`config.mk`:
```
export PLATFORM = sky130hd
export DESIGN_NAME = rtcc_ctrl
export DESIGN_NICKNAME = d
export VERILOG_FILES = /design/src/pkg/rtcc_pkg.sv /design/src/hw/rtcc_ctrl.sv /design/src/hw/rtcc_tick_gen.sv /design/src/hw/rtcc_divider.sv
export SDC_FILE = /design/constraint.sdc
export NUM_CORES = 1
export LEC_CHECK = 0
export ABC_AREA = 1
export BUFFER_PORTS_ARGS = -buffer_cell sky130_fd_sc_hd__buf_4
export CAP_MARGIN = 10
export CORE_ASPECT_RATIO = 1.1
export CORE_MARGIN = 1
export CORE_UTILIZATION = 40
export CTS_CLUSTER_DIAMETER = 40
export DETAILED_ROUTE_END_ITERATION = 16
export SYNTH_ARGS = -nofsm -noshare
export SYNTH_HDL_FRONTEND = slang
export SYNTH_SLANG_ARGS = --single-unit
```
`constraint.sdc`:
```
create_clock -name mclk -period 2.7 [get_ports mclk]
set_input_delay 0.135 -clock mclk [delete_from_list [all_inputs] [get_ports mclk]]
set_output_delay 0.135 -clock mclk [all_outputs]
set_load 0.005 [all_outputs]
```
`src/pkg/rtcc_pkg.sv`:
```
// rtcc_pkg: offsets, field positions and constants of the rtc control block
// assumes nothing beyond a byte-wide register port
package rtcc_pkg;

	// ----------------------------------------------------------------
	// register offsets
	// ----------------------------------------------------------------
	localparam logic [7:0] ADDR_OSC_RATE = 8'h0a;
	localparam logic [7:0] ADDR_IRQ_FMT = 8'h0b;
	localparam logic [7:0] ADDR_EVENTS = 8'h0c;
	localparam logic [7:0] ADDR_INTEGRITY = 8'h0d;

	// ----------------------------------------------------------------
	// field positions
	// ----------------------------------------------------------------
	localparam int BIT_UPDATE_IN_PROGRESS = 7;
	localparam int BIT_SRC_HI = 6;
	localparam int BIT_SRC_LO = 4;
	localparam int BIT_TRANSFER_INHIBIT = 7;
	localparam int BIT_PERIODIC_EN = 6;
	localparam int BIT_ALARM_EN = 5;
	localparam int BIT_UPDATE_EN = 4;
	localparam int BIT_SQUARE_EN = 3;
	localparam int BIT_DATA_FORMAT = 2;
	localparam int BIT_HOUR_FORMAT = 1;
	localparam int BIT_DAYLIGHT = 0;
	localparam int BIT_IRQ_PENDING = 7;
	localparam int BIT_PERIODIC_FLAG = 6;
	localparam int BIT_ALARM_FLAG = 5;
	localparam int BIT_UPDATE_FLAG = 4;
	localparam int BIT_SLOW_CLK_EN = 2;
	localparam int BIT_VALID = 7;

	// ----------------------------------------------------------------
	// clock source control codes
	// ----------------------------------------------------------------
	localparam logic [2:0] SRC_RUN = 3'h2;
	localparam logic [2:0] SRC_RUN_FLAGS_RW = 3'h3;
	localparam logic [1:0] SRC_OSC_ONLY_HI = 2'h3;

	// ----------------------------------------------------------------
	// timing and widths
	// ----------------------------------------------------------------
	localparam int MCLK_HZ = 25_000_000;
	localparam int OSC_HZ = 32_768;
	localparam int DIV_W = 15;
	localparam logic [3:0] RATE_OFF = 4'h0;
	localparam logic [7:0] BYTE_ZERO = 8'h00;
	localparam logic [7:0] FLAG_RESET = 8'h00;
	localparam logic [2:0] SRC_RESET_LO = 3'h0;

	typedef enum logic [1:0] {
		RTCC_IDLE,
		RTCC_UPDATING,
		RTCC_DONE
	} rtcc_upd_e;

endpackage

```
`src/hw/rtcc_ctrl.sv`:
```
// rtcc_ctrl: control and status registers of the real-time clock
// assumes a byte-wide register port on mclk; alarm match comes from
// the alarm compare logic and valid_ram_time_in from the time-keeping logic
//
// The plain strobed port was chosen for this implementation.
`timescale 1ns/1ps
module rtcc_ctrl
	import rtcc_pkg::*;
(
	// clock and reset
	input wire logic mclk,
	input wire logic sys_rst,
	// register port
	input wire logic [7:0] reg_addr,
	input wire logic [7:0] reg_wdata,
	input wire logic reg_wr,
	input wire logic reg_rd,
	output logic [7:0] reg_rdata,
	// events from the time-keeping logic
	input wire logic alarm_match,
	input wire logic valid_ram_time_in,
	// time-keeping controls
	output logic transfer_allow,
	output logic second_tick,
	output logic update_in_progress,
	output logic data_format,
	output logic hour_format,
	output logic daylight_saving_enable,
	// interrupt request and square wave
	output logic irq_req,
	output logic square_wave_output
);

	// ----------------------------------------------------------------
	// register state
	// ----------------------------------------------------------------
	// keep-on-reset bits are loaded by software writes, except valid_ram_time, which follows its pin
	logic src_hi;
	logic [1:0] src_lo;
	logic [3:0] rate_select;
	logic transfer_inhibit;
	logic periodic_irq_enable;
	logic alarm_irq_enable;
	logic update_irq_enable;
	logic square_wave_enable;
	logic periodic_flag;
	logic alarm_flag;
	logic update_flag;
	logic slow_clock_output_enable;
	logic valid_ram_time;
	logic alarm_sync1;
	logic alarm_sync2;
	logic alarm_prev;
	logic valid_sync1;
	logic rate_tap_prev;
	logic square_reg;
	rtcc_upd_e upd_state;

	// ----------------------------------------------------------------
	// decoding
	// ----------------------------------------------------------------
	function automatic logic hit(input logic [7:0] a, input logic [7:0] o);
		return a == o;
	endfunction

	wire [2:0] clock_source_control = {src_hi, src_lo};
	wire wr_osc = reg_wr & hit(reg_addr, ADDR_OSC_RATE);
	wire wr_fmt = reg_wr & hit(reg_addr, ADDR_IRQ_FMT);
	wire flags_rw = clock_source_control == SRC_RUN_FLAGS_RW;
	wire wr_evt = reg_wr & hit(reg_addr, ADDR_EVENTS) & flags_rw;
	wire rd_evt = reg_rd & hit(reg_addr, ADDR_EVENTS);
	// writes to the integrity register or to unmapped offsets decode to
	// no strobe at all, so they fall away without touching any state

	// source control decode
	wire osc_only = clock_source_control[2:1] == SRC_OSC_ONLY_HI;
	wire div_run = (clock_source_control == SRC_RUN) | flags_rw;
	wire osc_run = div_run | osc_only;

	// ----------------------------------------------------------------
	// time base
	// ----------------------------------------------------------------
	logic osc_tick;
	logic [DIV_W-1:0] stages;

	// both time-base stages restart from zero on every reset, so the first
	// periodic event after reset comes half a tap period after the divider starts
	rtcc_tick_gen i_rtcc_tick_gen (
		.mclk(mclk),
		.sys_rst(sys_rst),
		.osc_run(osc_run),
		.osc_tick(osc_tick)
	);

	rtcc_divider i_rtcc_divider (
		.mclk(mclk),
		.sys_rst(sys_rst),
		.osc_tick(osc_tick),
		.div_run(div_run),
		.stages(stages),
		.second_tick(second_tick)
	);

	// rate select picks a divider tap; 0 means none
	// select one picks the last stage, stage 14, the slowest tap; the clamp
	// only catches select zero, which is gated off anyway
	wire [3:0] tap_idx = 4'(15) - rate_select;
	wire rate_tap = (rate_select != RATE_OFF) &
		stages[tap_idx[3:0] >= 4'(DIV_W) ? 4'(DIV_W-1) : tap_idx];
	wire periodic_evt = rate_tap & ~rate_tap_prev;

	// alarm match edge from the synchronised pin
	wire alarm_evt = alarm_sync2 & ~alarm_prev;

	// update cycle: busy for one oscillator tick after each second
	wire update_end = (upd_state == RTCC_UPDATING) & osc_tick;

	// ----------------------------------------------------------------
	// flag and pending logic
	// ----------------------------------------------------------------
	wire [2:0] flag_vec = {periodic_flag, alarm_flag, update_flag};
	wire [2:0] en_vec = {periodic_irq_enable, alarm_irq_enable,
		update_irq_enable};
	wire irq_pending_flag = |(flag_vec & en_vec);

	// a read clears the flags, but a new event wins over the clear
	// hazard: an event landing with the read strobe would otherwise be lost
	// between the byte software saw and the flag going low
	wire next_periodic_flag = periodic_evt |
		(wr_evt ? reg_wdata[BIT_PERIODIC_FLAG] : (periodic_flag & ~rd_evt));
	wire next_alarm_flag = alarm_evt |
		(wr_evt ? reg_wdata[BIT_ALARM_FLAG] : (alarm_flag & ~rd_evt));
	wire next_update_flag = update_end |
		(wr_evt ? reg_wdata[BIT_UPDATE_FLAG] : (update_flag & ~rd_evt));

	// ----------------------------------------------------------------
	// read mux
	// ----------------------------------------------------------------
	// each register byte assembled from live state; unmapped offsets read
	// as zero so a stray read never shows stale data
	wire [7:0] osc_byte = {update_in_progress, clock_source_control,
		rate_select};
	wire [7:0] fmt_byte = {transfer_inhibit, periodic_irq_enable,
		alarm_irq_enable, update_irq_enable, square_wave_enable,
		data_format, hour_format, daylight_saving_enable};
	wire [7:0] evt_byte = {irq_pending_flag, periodic_flag, alarm_flag,
		update_flag, 1'b0, slow_clock_output_enable, 2'b00};
	wire [7:0] int_byte = {valid_ram_time, 7'h00};
	wire [7:0] rd_mux = hit(reg_addr, ADDR_OSC_RATE) ? osc_byte :
		hit(reg_addr, ADDR_IRQ_FMT) ? fmt_byte :
		hit(reg_addr, ADDR_EVENTS) ? evt_byte :
		hit(reg_addr, ADDR_INTEGRITY) ? int_byte : BYTE_ZERO;

	// read data stands in the cycle after the strobe only
	always_ff @(posedge mclk or posedge sys_rst) begin
		if (sys_rst) begin
			reg_rdata <= BYTE_ZERO;
		end else begin
			reg_rdata <= reg_rd ? rd_mux : BYTE_ZERO;
		end
	end

	// ----------------------------------------------------------------
	// resettable control bits
	// ----------------------------------------------------------------
	// enables and flags clear on reset; update enable cleared by inhibit
	always_ff @(posedge mclk or posedge sys_rst) begin
		if (sys_rst) begin
			src_lo <= SRC_RESET_LO[1:0];
			periodic_irq_enable <= 1'b0;
			alarm_irq_enable <= 1'b0;
			update_irq_enable <= 1'b0;
			square_wave_enable <= 1'b0;
			periodic_flag <= 1'b0;
			alarm_flag <= 1'b0;
			update_flag <= 1'b0;
			slow_clock_output_enable <= 1'b0;
		end else begin
			if (wr_osc)
				src_lo <= reg_wdata[BIT_SRC_LO+1:BIT_SRC_LO];
			if (wr_fmt) begin
				periodic_irq_enable <= reg_wdata[BIT_PERIODIC_EN];
				alarm_irq_enable <= reg_wdata[BIT_ALARM_EN];
				square_wave_enable <= reg_wdata[BIT_SQUARE_EN];
			end
			if (wr_fmt)
				update_irq_enable <= reg_wdata[BIT_UPDATE_EN] &
					~reg_wdata[BIT_TRANSFER_INHIBIT];
			else if (transfer_inhibit)
				update_irq_enable <= 1'b0;
			periodic_flag <= next_periodic_flag;
			alarm_flag <= next_alarm_flag;
			update_flag <= next_update_flag;
			if (wr_evt)
				slow_clock_output_enable <=
					reg_wdata[BIT_SLOW_CLK_EN];
		end
	end

	// ----------------------------------------------------------------
	// bits that keep their value over reset
	// ----------------------------------------------------------------
	// no reset branch: these survive a reset pulse
	// limitation: the written bits start unknown at power-up until software has
	// written both control registers once; valid_ram_time is known after two mclk edges
	always_ff @(posedge mclk) begin
		if (wr_osc) begin
			src_hi <= reg_wdata[BIT_SRC_HI];
			rate_select <= reg_wdata[3:0];
		end
		if (wr_fmt) begin
			transfer_inhibit <= reg_wdata[BIT_TRANSFER_INHIBIT];
			data_format <= reg_wdata[BIT_DATA_FORMAT];
			hour_format <= reg_wdata[BIT_HOUR_FORMAT];
			daylight_saving_enable <= reg_wdata[BIT_DAYLIGHT];
		end
		valid_sync1 <= valid_ram_time_in;
		valid_ram_time <= valid_sync1;
	end

	// ----------------------------------------------------------------
	// synchronisers and update sequencing
	// ----------------------------------------------------------------
	always_ff @(posedge mclk or posedge sys_rst) begin
		if (sys_rst) begin
			alarm_sync1 <= 1'b0;
			alarm_sync2 <= 1'b0;
			alarm_prev <= 1'b0;
			rate_tap_prev <= 1'b0;
		end else begin
			alarm_sync1 <= alarm_match;
			alarm_sync2 <= alarm_sync1;
			alarm_prev <= alarm_sync2;
			rate_tap_prev <= rate_tap;
		end
	end

	// update cycle state; busy flag is read-only to software
	// the busy window lasts one oscillator tick; transfer_allow pulses
	// once at its end and never while transfer_inhibit is set
	always_ff @(posedge mclk or posedge sys_rst) begin
		if (sys_rst) begin
			upd_state <= RTCC_IDLE;
		end else begin
			unique case (upd_state)
				RTCC_IDLE: begin
					if (second_tick)
						upd_state <= RTCC_UPDATING;
				end
				RTCC_UPDATING: begin
					if (osc_tick)
						upd_state <= RTCC_DONE;
				end
				RTCC_DONE: begin
					upd_state <= RTCC_IDLE;
				end
			endcase
		end
	end

	assign update_in_progress = upd_state == RTCC_UPDATING;
	assign transfer_allow = update_end & ~transfer_inhibit;
	assign irq_req = irq_pending_flag;

	// ----------------------------------------------------------------
	// square wave output
	// ----------------------------------------------------------------
	// in the 011 mode the slow clock wins over the rate tap; stage 0 runs
	// at half the tick rate, the nearest whole-cycle clock on mclk
	wire slow_out = flags_rw & slow_clock_output_enable;
	wire osc_half = stages[0];
	wire next_square = slow_out ? osc_half :
		(square_wave_enable & rate_tap);

	always_ff @(posedge mclk or posedge sys_rst) begin
		if (sys_rst) begin
			square_reg <= 1'b0;
		end else begin
			square_reg <= next_square;
		end
	end

	assign square_wave_output = square_reg;

endmodule // rtcc_ctrl

```
`src/hw/rtcc_tick_gen.sv`:
```
// rtcc_tick_gen: turns mclk into a 32.768 khz oscillator enable pulse
// assumes mclk at MCLK_HZ; fractional accumulation keeps the mean rate
`timescale 1ns/1ps
module rtcc_tick_gen
	import rtcc_pkg::*;
(
	// clock and reset
	input wire logic mclk,
	input wire logic sys_rst,
	// control
	input wire logic osc_run,
	// tick out
	output logic osc_tick
);

	localparam logic [25:0] ACC_STEP = 26'(OSC_HZ);
	localparam logic [25:0] ACC_WRAP = 26'(MCLK_HZ);

	logic [25:0] acc;
	wire [25:0] acc_sum = acc + ACC_STEP;
	wire acc_over = acc_sum >= ACC_WRAP;
	wire [25:0] next_acc = acc_over ? acc_sum - ACC_WRAP : acc_sum;

	// phase accumulator; halts with the oscillator
	always_ff @(posedge mclk or posedge sys_rst) begin
		if (sys_rst) begin
			acc <= 26'h0000000;
			osc_tick <= 1'b0;
		end else begin
			acc <= osc_run ? next_acc : acc;
			osc_tick <= osc_run & acc_over;
		end
	end

endmodule // rtcc_tick_gen

```
`src/hw/rtcc_divider.sv`:
```
// rtcc_divider: 15-stage divider chain driven by oscillator ticks
// assumes osc_tick is a one-cycle enable at 32.768 khz
`timescale 1ns/1ps
module rtcc_divider
	import rtcc_pkg::*;
(
	// clock and reset
	input wire logic mclk,
	input wire logic sys_rst,
	// control
	input wire logic osc_tick,
	input wire logic div_run,
	// stage outputs
	output logic [DIV_W-1:0] stages,
	output logic second_tick
);

	wire [DIV_W-1:0] next_stages = stages + DIV_W'(1);

	// divider counts while enabled, holds reset otherwise
	always_ff @(posedge mclk or posedge sys_rst) begin
		if (sys_rst) begin
			stages <= '0;
			second_tick <= 1'b0;
		end else begin
			stages <= div_run ? (osc_tick ? next_stages : stages) : '0;
			second_tick <= div_run & osc_tick & (&stages);
		end
	end

endmodule // rtcc_divider

```
### Word level (Yosys, flattened, before mapping)

Index checks and enable logic that the tools add are counted.

* bits in registers: 79
* input port bits: 22
* output and inout bits: 16
* logic and storage cells: 103

* add/sub/neg operators: 4
* order comparisons: 3
* eq/ne operators: 12
* multiplexer cells: 20
* bitwise gates (word level): 30
* reductions and logical operators: 6

Operators by type and width (count)
* 8-bit 2-to-1 mux: 5
* 8-bit by 4-bit == test with 1-bit output (second input constant): 4
* 15-bit 2-to-1 mux: 2
* 26-bit by 16-bit adder with 26-bit output (second input constant): 1
* 26-bit by 25-bit greater-or-equal comparator with 1-bit output (second input constant): 1
* 26-bit 2-to-1 mux: 1
* 26-bit by 25-bit subtractor with 26-bit output (second input constant): 1
* 1-bit AND: 19
* 15-bit by 1-bit adder with 15-bit output (second input constant): 1
* 15-bit AND reduction: 1
* 1-bit 2-to-1 mux: 7
* 3-bit by 2-bit == test with 1-bit output (second input constant): 2
* 2-bit by 1-bit inequality test with 1-bit output (second input constant): 3
* 2-bit case mux with 3 select lines: 1
* 4-bit by 5-bit less-than comparator with 1-bit output (second input constant): 1
* 1-bit NOT: 5
* 1-bit bitwise OR: 5
* 1-bit binary-select mux with 4-bit select: 1
* 2-bit == test (second input constant): 2
* 4-bit greater-or-equal comparator (second input constant): 1
* 2-bit 2-to-1 mux: 2
* 4-bit 2-to-1 mux: 1
* 4-bit nonzero test: 1
* 4-bit subtractor (first input constant): 1
* 6 further kinds: 6

### Logic depth before layout (Yosys ltp)

Gate-level depths: netlist of the first run.

* depth in word-level cells: 8
* depth in mapped cells: 16
* depth with buffers taken out: 15

### Cells and area by module

A second synthesis of the first run with hierarchy kept.

* cell total of the unflattened synthesis: 563
* area total of the unflattened synthesis: 4190.3 µm²

By module, submodules not included
* rtcc_tick_gen: instances 1, cells each 267, area each 1665.3 µm², seq. area each 525.5 µm²
* rtcc_ctrl: instances 1, cells each 187, area each 1660.3 µm², seq. area each 935.9 µm²
* rtcc_divider: instances 1, cells each 109, area each 864.6 µm², seq. area each 400.4 µm²

### Worst setup path after synthesis of the first run

OpenSTA, ideal clock, no wires.

* path kind: reg-to-reg
* start: reg i_rtcc_tick_gen.acc[15]
* end: reg i_rtcc_tick_gen.acc[18]
* library setup time: 0.117 ns
* arrival: 1.881 ns
* data required time: 2.583 ns
* slack: 0.701 ns
* cell stages (with the launch flop): 15
* path buffers: 2
* clock period less this slack: 1.999 ns
* cells stage by stage: dfrtp_1 > inv_1 > ha_1 > inv_1 > nand2_1 > nor3_1 > nand3_1 > nand3_1 > nand3_2 > nand2_2 > buf_6 > buf_12 > nand3_1 > nand3_1 > nand2_1

* longest elaborated chain between the ends: 3
* elaborated cells on any way between the ends: 4
* those cells by class: 2 x add/sub; 1 x order compare; 1 x mux

RTL lines
* start: declaration: line rtcc_tick_gen.sv:19 `logic [25:0] acc;`
* start signal: assignment: line rtcc_tick_gen.sv:30 `acc <= osc_run ? next_acc : acc;`
* 26-bit by 16-bit adder with 26-bit output *: line rtcc_tick_gen.sv:20 `wire [25:0] acc_sum = acc + ACC_STEP;`
* 26-bit by 25-bit subtractor with 26-bit output / 26-bit by 25-bit greater-or-equal comparator with 1-bit output (equally long branches): line rtcc_tick_gen.sv:22, rtcc_tick_gen.sv:21
* 26-bit 2-to-1 mux *: line rtcc_tick_gen.sv:22 `wire [25:0] next_acc = acc_over ? acc_sum - ACC_WRAP : acc_sum;`

Mark *: on every way between the ends. The rest lies on a longest branch, timed or not.
A chain may end at the register's enable or synchronous reset.

### Worst setup path in the final report of the first run

* start: reg i_rtcc_tick_gen.acc[15]
* end: reg i_rtcc_tick_gen.acc[14]

* longest elaborated chain between the ends: 3

RTL lines
* 26-bit by 16-bit adder with 26-bit output: line rtcc_tick_gen.sv:20
* 26-bit by 25-bit greater-or-equal comparator with 1-bit output: line rtcc_tick_gen.sv:21 `wire acc_over = acc_sum >= ACC_WRAP;`
* 26-bit 2-to-1 mux: line rtcc_tick_gen.sv:22

No other way between the ends.

==> reports/metrics.cfg, run 1 <==
[die]
start_util_pct = 41.13
core_mm2 = 0.009842
dieArea_mm2 = 0.01053
io_pins = 38
die_h_um = 107.5
num_rows = 38
fp.dieW_um = 97.91

[power_and_ir_drop]
ir_drop_v = 0.0002418
leakage_nw = 2.243
p_per_area_mw_per_mm2 = 620.4

[logic_synthesis]
syn_area_mm2 = 0.004048
netlist_instances = 524
yosysSeqAreaShare_pct = 46.00
synth_area_per_cell_um2 = 7.724
ys_warn_count = 0
synth-seq-cells = 73
synth_cell_types = 42
syn_nets = 554

[timing]
setup_viol = 0
fin_crit_sh_pct = 86.98
maxSlewViolCount = 0
skew_ps = 11.72
fin_crit_ps = 2348
tns_ps = 0
rsz0062_at_grt = false
hold_viol_final = 0
timing.fmax_mhz = 425.8
worstMarginPinSlew_ps = 700.2
maxSlewHeadroom_pct = 53.15

[place]
place.gp.congestion = 0.8627
placed_cell_area_mm2 = 0.004488
port_buffers = 37
post-dp-hpwl_um = 6877
dp_cells = 683

[outcome]
status = finished, violations left
violations = design-rule violations

[cells_and_area]
antenna_cells = 0
finish.instance_area_mm2 = 0.004822
post_route_cells_drive_above_1_share_pct = 15.14
final_cells = 708
nNetsFinal = 613
area_growth_syn_to_layout_pct = 19.13
fillCellCount = 984

[setup_path]
r2r_cells = 14
worst_r2r_endpoint = i_rtcc_tick_gen.acc[14]
cp-end-kind = flip-flop
r2r_slack_ps = 350
reg2reg_from = i_rtcc_tick_gen.acc[15]
critPathLaunchType = flip-flop
cp.required_ps = 2950
cp.arrival_ps = 2600
crit_path_max_fanout = 11
timing_worst_setup_path_type = reg2reg

[hold_path]
min_to = alarm_irq_enable
holdCritStartpoint = reg_wdata[5]
min_path_type = in2reg
whs_path_depth = 3

[grt]
overflow = 0
grt_pass1_wl_um = 15660
antenna_found_initial = 0
grt_usage_pct = 18.91
grt_pass1_vias = 3361
grt_max_degree = 24

[clocking]
cts.path.max_buffers = 2
cts.clk_slew.worst_paths_ps = 80
cts.sinks = 73
clkLatencyLatePin_ps = 360
cts-root-buf = clkbuf_8
cts_tree = yes
htree_levels = 3
cts_buffers = 9

[detailed_routing]
drcViolationCount = 6
vias_per_cell = 5.013
finalWirelength_um = 9062
vias = 3549
first_iter_violations = 178
wl_per_cell_um = 12.80
ant_nets = 0
drt-pass1-iter-count = 11

[run]
maxCapViolCount = 0

## cell usage in the layout, fill, tap and decap left out, types with 7 or more instances in the layout
cell,synthesis,final
buf_4,1,46
inv_1,58,57
edfxtp_1,9,9
dfrtp_1,62,62
dlygate4sd3_1,0,9
nand2_1,164,164
nor3_1,14,14
ha_1,8,8
a21oi_1,26,26
xor2_1,7,7
nor2_1,40,40
o21ai_0,19,19
clkbuf_8,0,10
nand3_1,48,48
## stage by stage
stage          utilization, %  hold slack (ps)  setup WS, ps  total power [mW]
6_report                49.00            11.06         351.6             2.992
5_1_grt                 49.00            19.86         77.96             3.184
4_1_cts                 49.00           0.9299         351.0             3.034
3_3_place_gp            45.60            143.7         443.1             1.944
2_1_floorplan               -            162.7         701.4             1.793
3_5_place_dp            45.60            148.7         375.2             1.953
## layer usage
layer	global-route usage (%)	up-vias	share of wire [%]
met5	0	-	0
met3	4.091	14	4.0
li1	-	1833	-
met1	23.41	1646	45
met4	6.710	0	1.4
met2	32.44	56	50
## registers in the layout, summed over array words and instances, names as in the netlist, 2 cells and up
register               count
i_rtcc_tick_gen.acc       20
i_rtcc_divider.stages     15
reg_rdata                  8
rate_select                4
src_lo                     2
upd_state                  2
## worst max path at each step
stage	startpoint	to	slack [ps]	cells after the start
2_1_floorplan	i_rtcc_tick_gen.acc[15]	i_rtcc_tick_gen.acc[18]	700	14
3_3_place_gp	i_rtcc_tick_gen.acc[15]	i_rtcc_tick_gen.acc[11]	440	14
3_5_place_dp	i_rtcc_tick_gen.acc[15]	i_rtcc_tick_gen.acc[14]	380	14
4_1_cts	i_rtcc_tick_gen.acc[15]	i_rtcc_tick_gen.acc[14]	350	14
5_1_grt	i_rtcc_tick_gen.acc[15]	i_rtcc_tick_gen.acc[14]	80	14
6_report	i_rtcc_tick_gen.acc[15]	i_rtcc_tick_gen.acc[14]	350	14
## cells by family after synthesis
logic type,after synthesis,synth area share [%]
simple gates,301,33.54
flops,73,46.00
buf+inv,68,7.017
compound gates,66,9.243
xor+xnor,8,1.731
fa+ha+maj,8,2.473
## critical path, cell delays in order, from the launching register on
cell	delay (ps)
dfrtp_1	470
inv_1	130
ha_1	320
inv_1	130
nand2_1	60
nor3_1	130
nand3_1	100
nand3_1	110
nand3_2	100
nand2_2	200
nand2_2	140
inv_2	170
nand2_1	70
nand2_1	60
nand2_1	40
## final cells by class
| type | instances | area (µm²) | share of cell area (%) |
|---|---|---|---|
| Clock buffer | 11 | 141.4 | 2.932 |
| Clock inverter | 5 | 102.6 | 2.128 |
| Inverter | 61 | 229.0 | 4.748 |
| Multi-Input combinational cell | 383 | 1902 | 39.44 |
| Sequential cell | 73 | 1862 | 38.61 |
| Tap cell | 120 | 150.1 | 3.114 |
| Timing Repair Buffer | 55 | 435.4 | 9.030 |
## synthesized netlist by cell type, drive strengths merged
cell type  count  area [µm²]
nor4           4       46.29
nor2          48       210.2
o22ai          1       6.260
nor3          15       80.08
a31oi          3       18.77
dfrtp         62        1551
nand2        171       664.4
nand3         53       290.3
o21a           1       7.510
edfxtp         9       270.3
nand3b         1       7.510
or2            1       6.260
o211ai         4       30.03
xnor2          1       8.760
buf            4       43.79
xor2           7       61.31
dfxtp          2       40.04
a211oi         1       7.510
ha             8       100.1
nand4          6       37.54
a221oi         2       17.52
inv           61       229.0
o31ai          2       15.01
clkbuf         3       11.26
o21ai         23       118.9
o21bai         3       22.52
a21oi         26       130.1
nor3b          2       15.01
## what timing repair did
action | 4_1_cts | 5_1_grt
setup endpoints to repair | 0 | 0
hold endpoints to repair | 32 | 0
hold buffers | 9 | 0
gates resized for setup | 0 | 0
setup buffers | 0 | 0
## power by group
part / total, mW / switching, mW / leakage (nW) / internal (mW)
combinational: 0.660 / 0.424 / 1.20 / 0.236
sequential: 1.28 / 0.0978 / 0.918 / 1.18
clock: 1.05 / 0.416 / 0.120 / 0.638
Power figures use the tool's default switching activity.
==> run 2: changes to the inputs <==
Settings changed: PLACE_DENSITY from default to 0.59.
==> run 2 against run 1 <==
  * The run still ends with design-rule violations left
  * Sequential cell count unchanged
  * Cell count decreased by 0.14%
  * Worst hold slack improved by 6.5 ps
  * Non-clock buffer count decreased by 1
  * Combinational power increased by 0.9%
  * Critical path depth unchanged
  * Sequential share of layout area increased by 0.35 points
  * Via count decreased by 0.39%
  * Global-route usage decreased by 0.35 points
  * Sequential power about the same
  * Cell area decreased by 0.91%
  * Critical endpoint is now i_rtcc_tick_gen.acc[8]
  * Clock power decreased by 16%
==> reports/metrics.cfg, run 2 (synthesis results as in run 1) <==
[outcome]
status = finished, violations left
violations = design-rule violations

[power_and_ir_drop]
leakage_nw = 2.216
p_per_area_mw_per_mm2 = 591.1
p_total_mw = 2.825
ir_drop_v = 0.0002529

[die]
core_mm2 = 0.009842
dieArea_mm2 = 0.01053
start_util_pct = 41.13
io_pins = 38
fp.dieW_um = 97.91
die_h_um = 107.5
num_rows = 38

[timing]
setup_viol = 0
skew_ps = 15.07
timing.fmax_mhz = 429.1
maxSlewHeadroom_pct = 51.29
fin_crit_ps = 2331
worstMarginPinSlew_ps = 727.9
hold_slack_ps = 17.52
rsz0062_at_grt = false
maxSlewViolCount = 0
tns_ps = 0
hold_viol_final = 0
setup_ws_ps = 369.3
fin_crit_sh_pct = 86.32

[clocking]
htree_levels = 3
cts.path.max_buffers = 2
cts-root-buf = clkbuf_8
cts.clk_slew.worst_paths_ps = 80
cts_tree = yes
cts.sinks = 73
cts_buffers = 9
clkLatencyLatePin_ps = 360

[cells_and_area]
mostFrequentLayoutCell = nand2_1
post_route_cells_drive_above_1_share_pct = 14.82
finish.instance_area_mm2 = 0.004778
final_core_util_pct = 48.55
antenna_cells = 0
multiInputGateArea_mm2 = 0.001907
fillCellCount = 959
largest_reg_flops = 20
final_cells = 707
area_growth_syn_to_layout_pct = 18.05
seqCellArea_mm2 = 0.001862
top_regs = i_rtcc_tick_gen.acc x20, i_rtcc_divider.stages x15, reg_rdata x8
most-common-layout-cells = 164 x nand2_1, 62 x dfrtp_1, 57 x inv_1
nNetsFinal = 612
largest_register = i_rtcc_tick_gen.acc

[detailed_routing]
first_iter_violations = 192
wl_per_cell_um = 12.67
ant_nets = 0
drcViolationCount = 4
finalWirelength_um = 8956
vias_per_cell = 5.000
vias = 3535
drt-pass1-iter-count = 11

[grt]
overflow = 0
grt_usage_pct = 18.56
top_usage_layer = met2
grt_max_degree = 53
grtUsageMet3_pct = 3.831
antenna_found_initial = 0
grt_use_met2_pct = 31.99
grt_pass1_wl_um = 15530
globalRouteMet1Util_pct = 23.38
grt_pass1_vias = 3424

[setup_path]
cp_num_buf_inv = 3
cpPeakStageDelay_ps = 490
crit_path_max_fanout = 13
crit_path_top_delay_cell = dfrtp_1
crit_path_frequent_cell = nand2_1
critPathLaunchType = flip-flop
cp.arrival_ps = 2580
cp.required_ps = 2950
crit_chain = inv_1 > ha_1 > inv_1 > nand2_1 > nor3_1 > nand3_1 > nand3_1 > nand3_2 > nand2_4 > nand2_2 > inv_2 > nand2_1 > nand2_1 > nand2_1
path_delay_family = simple AND/OR/NAND/NOR gates
r2r_slack_ps = 370
timing_worst_setup_path_type = reg2reg
cp-end-kind = flip-flop

[place]
placed_cell_area_mm2 = 0.004473
pre_cts_ws_ps = 287.0
port_buffers = 37
place.gp.congestion = 0.8658
dp_cells = 681
post-dp-hpwl_um = 6739

[hold_path]
min_path_type = in2reg

[run]
maxCapViolCount = 0

[run 2: cell types whose count changed in the layout (fill, tap and decap cells not counted), moves of 2 or more]
cell / previous run / this run
buf_4: 46 / 44
inv_6: 0 / 2
bufinv_16: 3 / 1
clkinv_4: 0 / 2
[run 2: tightest hold or removal path: cells and delay by family]
kind                   cells  cell delay, ps
buffers and inverters      1              90
and+or+nand+nor            1              50
AOI/OAI and AO/OA          1              60
[run 2: worst paths after layout]
path,start,end,depth (start not counted)
worst max-delay path,i_rtcc_tick_gen.acc[15],i_rtcc_tick_gen.acc[8],14
worst min-delay path,reg_wdata[4],src_lo[0],3
worst max register to register,i_rtcc_tick_gen.acc[15],i_rtcc_tick_gen.acc[8],14
worst min register to register,valid_sync1,valid_ram_time,0
max in group asynchronous,sys_rst,i_rtcc_divider.stages[3],4
min in group asynchronous,sys_rst,alarm_sync1,3
[run 2: power breakdown]
part	switching, mW	internal (mW)	leakage, nW
clock network	0.448	0.433	0.0979
logic	0.430	0.236	1.20
registers	0.0981	1.18	0.918
total	0.976	1.85	2.22
[run 2: layout make-up]
type,count,area share (%)
sequential,73,38.96
inverter,61,4.792
timing repair buffer,54,9.008
multi-input combinational,383,39.91
tap,120,3.142
clock inverter,7,1.597
clock buffer,9,2.592
[run 2: layer usage]
metal / share of wire, % / vias up
li1: - / 1829
met1: 48 / 1628
met2: 48 / 67
met3: 3.4 / 11
met4: 1.3 / 0
met5: 0 / -
[run 2: what timing repair did]
| item | CTS | global route |
|---|---|---|
| hold buffers | 10 | 0 |
| endpoints found under the hold margin | 27 | 0 |
| buffers inserted | 0 | 0 |
| resized for setup | 0 | 1 |
| setup endpoints to repair | 0 | 1 |
==> run 3: changes to the inputs <==
Settings changed: CORE_UTILIZATION 40 to 45, PLACE_DENSITY 0.59 to 0.64, SYNTH_HIERARCHICAL from default to 1.
==> run 3 against run 2 <==
  * Clock skew barely moved
  * Clock power grew 2.5%
  * Register-to-register slack hardly changed
  * Sequential cell count unchanged
  * Cell count rose by 3.7%
  * Die area decreased by 7.8%
  * Worst setup slack got worse by 8.3 ps
  * Worst hold slack better by 8.6 ps
  * Maximum frequency shrank 0.36%
  * Core utilization up 5.9 points
  * The run now ends clean
==> reports/metrics.cfg, run 3 <==
[outcome]
status = complete, no violations

[timing]
timing.fmax_mhz = 427.5
fin_crit_ps = 2339
rsz0062_at_grt = false
skew_ps = 15.34
hold_viol_final = 0
maxSlewViolCount = 0
tns_ps = 0
fin_crit_sh_pct = 86.63
worstMarginPinSlew_ps = 998.2
setup_viol = 0
maxSlewHeadroom_pct = 33.38

[setup_path]
crit_path_frequent_cell = nand2_1
path_delay_family = simple AND/OR/NAND/NOR gates
cp.required_ps = 2940
critPathLaunchType = flip-flop
crit_path_max_fanout = 21
timing_worst_setup_path_type = reg2reg
cp.arrival_ps = 2580
cp-end-kind = flip-flop
crit_path_top_delay_cell = dfrtp_1
cpPeakStageDelay_ps = 490
cp_num_buf_inv = 1
crit_chain = ha_1 > nand3_1 > nand2_1 > nand2_2 > nor2_4 > nand2_2 > nor2_2 > nand3_2 > nand2_4 > nand2_4 > inv_2 > nand2_1 > nand2_1 > nand2_1

[clocking]
cts_tree = yes
cts.clk_slew.worst_paths_ps = 80
cts_buffers = 9
cts_resized = 0
cts-root-buf = clkbuf_8
cts.sinks = 73
clkLatencyLatePin_ps = 360
cts.path.max_buffers = 2
htree_levels = 3
post_cts_buffers = 0
holdBufCountCts = 9

[detailed_routing]
ant_nets = 0
drt-pass1-iter-count = 6
drcViolationCount = 0
finalWirelength_um = 9178
wl_per_cell_um = 12.52
first_iter_violations = 132
vias = 3724
vias_per_cell = 5.080

[cells_and_area]
nNetsFinal = 644
antenna_cells = 0
area_growth_syn_to_layout_pct = 16.48
seqCellArea_mm2 = 0.001862
largest_reg_flops = 20
post_route_cells_drive_above_1_share_pct = 14.54
multiInputGateArea_mm2 = 0.001962
top_regs = i_rtcc_tick_gen/acc x20, i_rtcc_divider/stages x15, reg_rdata x8
final_core_util_pct = 54.45
most-common-layout-cells = 175 x nand2_1, 81 x inv_1, 62 x dfrtp_1
mostFrequentLayoutCell = nand2_1
largest_register = i_rtcc_tick_gen/acc
fillCellCount = 865

[power_and_ir_drop]
p_int_mw = 1.923
clkPwrFrac_pct = 30.1
pwr-share-comb_pct = 26.4
pwr-share-seq_pct = 43.4
ir_drop_v = 0.0005471
switching_share_pct = 35.82
p_sw_mw = 1.073
p_per_area_mw_per_mm2 = 613.9
leakage_nw = 2.442

[grt]
grt_use_met2_pct = 35.82
grtUsageMet3_pct = 3.436
grt_usage_pct = 21.17
top_usage_layer = met2
grt_pass1_wl_um = 15920
globalRouteMet1Util_pct = 26.92
overflow = 0
grt_max_degree = 26
grt_pass1_vias = 3524
antenna_found_initial = 0

[logic_synthesis]
yosys.area.top_type_share_pct = 37.03
yosysMostFrequentCell = nand2_1
syn_area_mm2 = 0.004190
syn_nets = 593
synth_edf_count = 9
netlist_instances = 563
synth-main-ff-cell = dfrtp_1
synth_top_area_cell = dfrtp_1
ys_async_sr_fraction_pct = 84.93
yosys-top-cells-count = 175 x nand2_1, 81 x inv_1, 62 x dfrtp_1
synth_cell_types = 42
yosysSeqAreaShare_pct = 44.43
synth.area.top_cells = dfrtp_1 37%, nand2_1 16%, inv_1 7.3%, edfxtp_1 6.4%, nand3_1 6.1%
ys_warn_count = 6
synth_area_per_cell_um2 = 7.443
synth-seq-cells = 73

[die]
dieArea_mm2 = 0.009702
die_h_um = 103.2
num_rows = 36
start_util_pct = 46.75
fp.dieW_um = 94.01
core_mm2 = 0.008964
io_pins = 38

[run]
maxCapViolCount = 0

[place]
place.gp.congestion = 0.8962
post-dp-hpwl_um = 6818
port_buffers = 37

[hold_path]
min_path_type = in2reg

run 3: cell count changes after synthesis, moves of 3 or more:
cell      delta
inv_1       +23
nand3_1      +3
o21ai_0      +8
o21bai_1     -3
nor2_1       +4
nor2_4       +4
nand4_1      +6
nand2_1     +11
xor2_1       -5
nand2_2      +4
nor3_1      -10
run 3: metrics by stage:
step                hold slack [ps]  cell area (µm²)  instances  total power, mW  worst slack [ps]
global placement              239.4             4574        708            2.072             450.1
global route                  40.53             4881        733            3.208             82.41
CTS                           9.697             4881        733            3.023             358.0
detailed placement            241.9             4574        708            2.088             378.8
finish                        26.13             4881        733            2.996             361.0
floorplan                     48.74             4190        563            1.852             781.3
run 3: worst paths after layout:
| kind | cells after the start | start | slack [ps] | to |
|---|---|---|---|---|
| worst max-delay path | 14 | i_rtcc_tick_gen/acc[15] | 360 | i_rtcc_tick_gen/acc[11] |
| worst min-delay path | 3 | reg_wdata[5] | 30 | alarm_irq_enable |
| worst max register to register | 14 | i_rtcc_tick_gen/acc[15] | 360 | i_rtcc_tick_gen/acc[11] |
| worst min register to register | 0 | valid_sync1 | 330 | valid_ram_time |
| max in group asynchronous | 3 | sys_rst | 1490 | upd_state[0] |
| min in group asynchronous | 3 | sys_rst | 430 | i_rtcc_divider/stages[7] |
run 3: tightest hold or removal path, cell delays in order:
cell,delay [ps]
buf_4,100
nand2_1,50
o21ai_0,60
run 3: area by class of cell:
type                       count  share of cell area (%)
multi-input combinational    398                   40.19
sequential                    73                   38.14
timing repair buffer          48                   7.844
inverter                      84                   6.460
clock buffer                  12                   3.845
tap                          114                   2.922
clock inverter                 4                  0.5896
run 3: power groups by stage:
stage	Combinational [mW]	Clock [mW]	Sequential, mW
2_1_floorplan	0.585	0	1.27
3_3_place_gp	0.756	0	1.32
3_5_place_dp	0.771	0	1.32
4_1_cts	0.790	0.935	1.30
5_1_grt	0.917	0.979	1.31
6_report	0.792	0.903	1.30
run 3: logic make-up after synthesis:
| family | count (synthesis) | synth area share, % |
|---|---|---|
| xor+xnor | 2 | 0.4181 |
| mux | 1 | 0.3582 |
| buf+inv | 92 | 8.749 |
| compound gates | 67 | 8.660 |
| flops | 73 | 44.43 |
| simple gates | 320 | 35.00 |
| fa+ha+maj | 8 | 2.389 |
run 3: routing by layer:
layer	up-vias	share of wire (%)
met4	0	1.5
met2	76	48
li1	1908	-
met5	-	0
met1	1729	46
met3	11	3.6
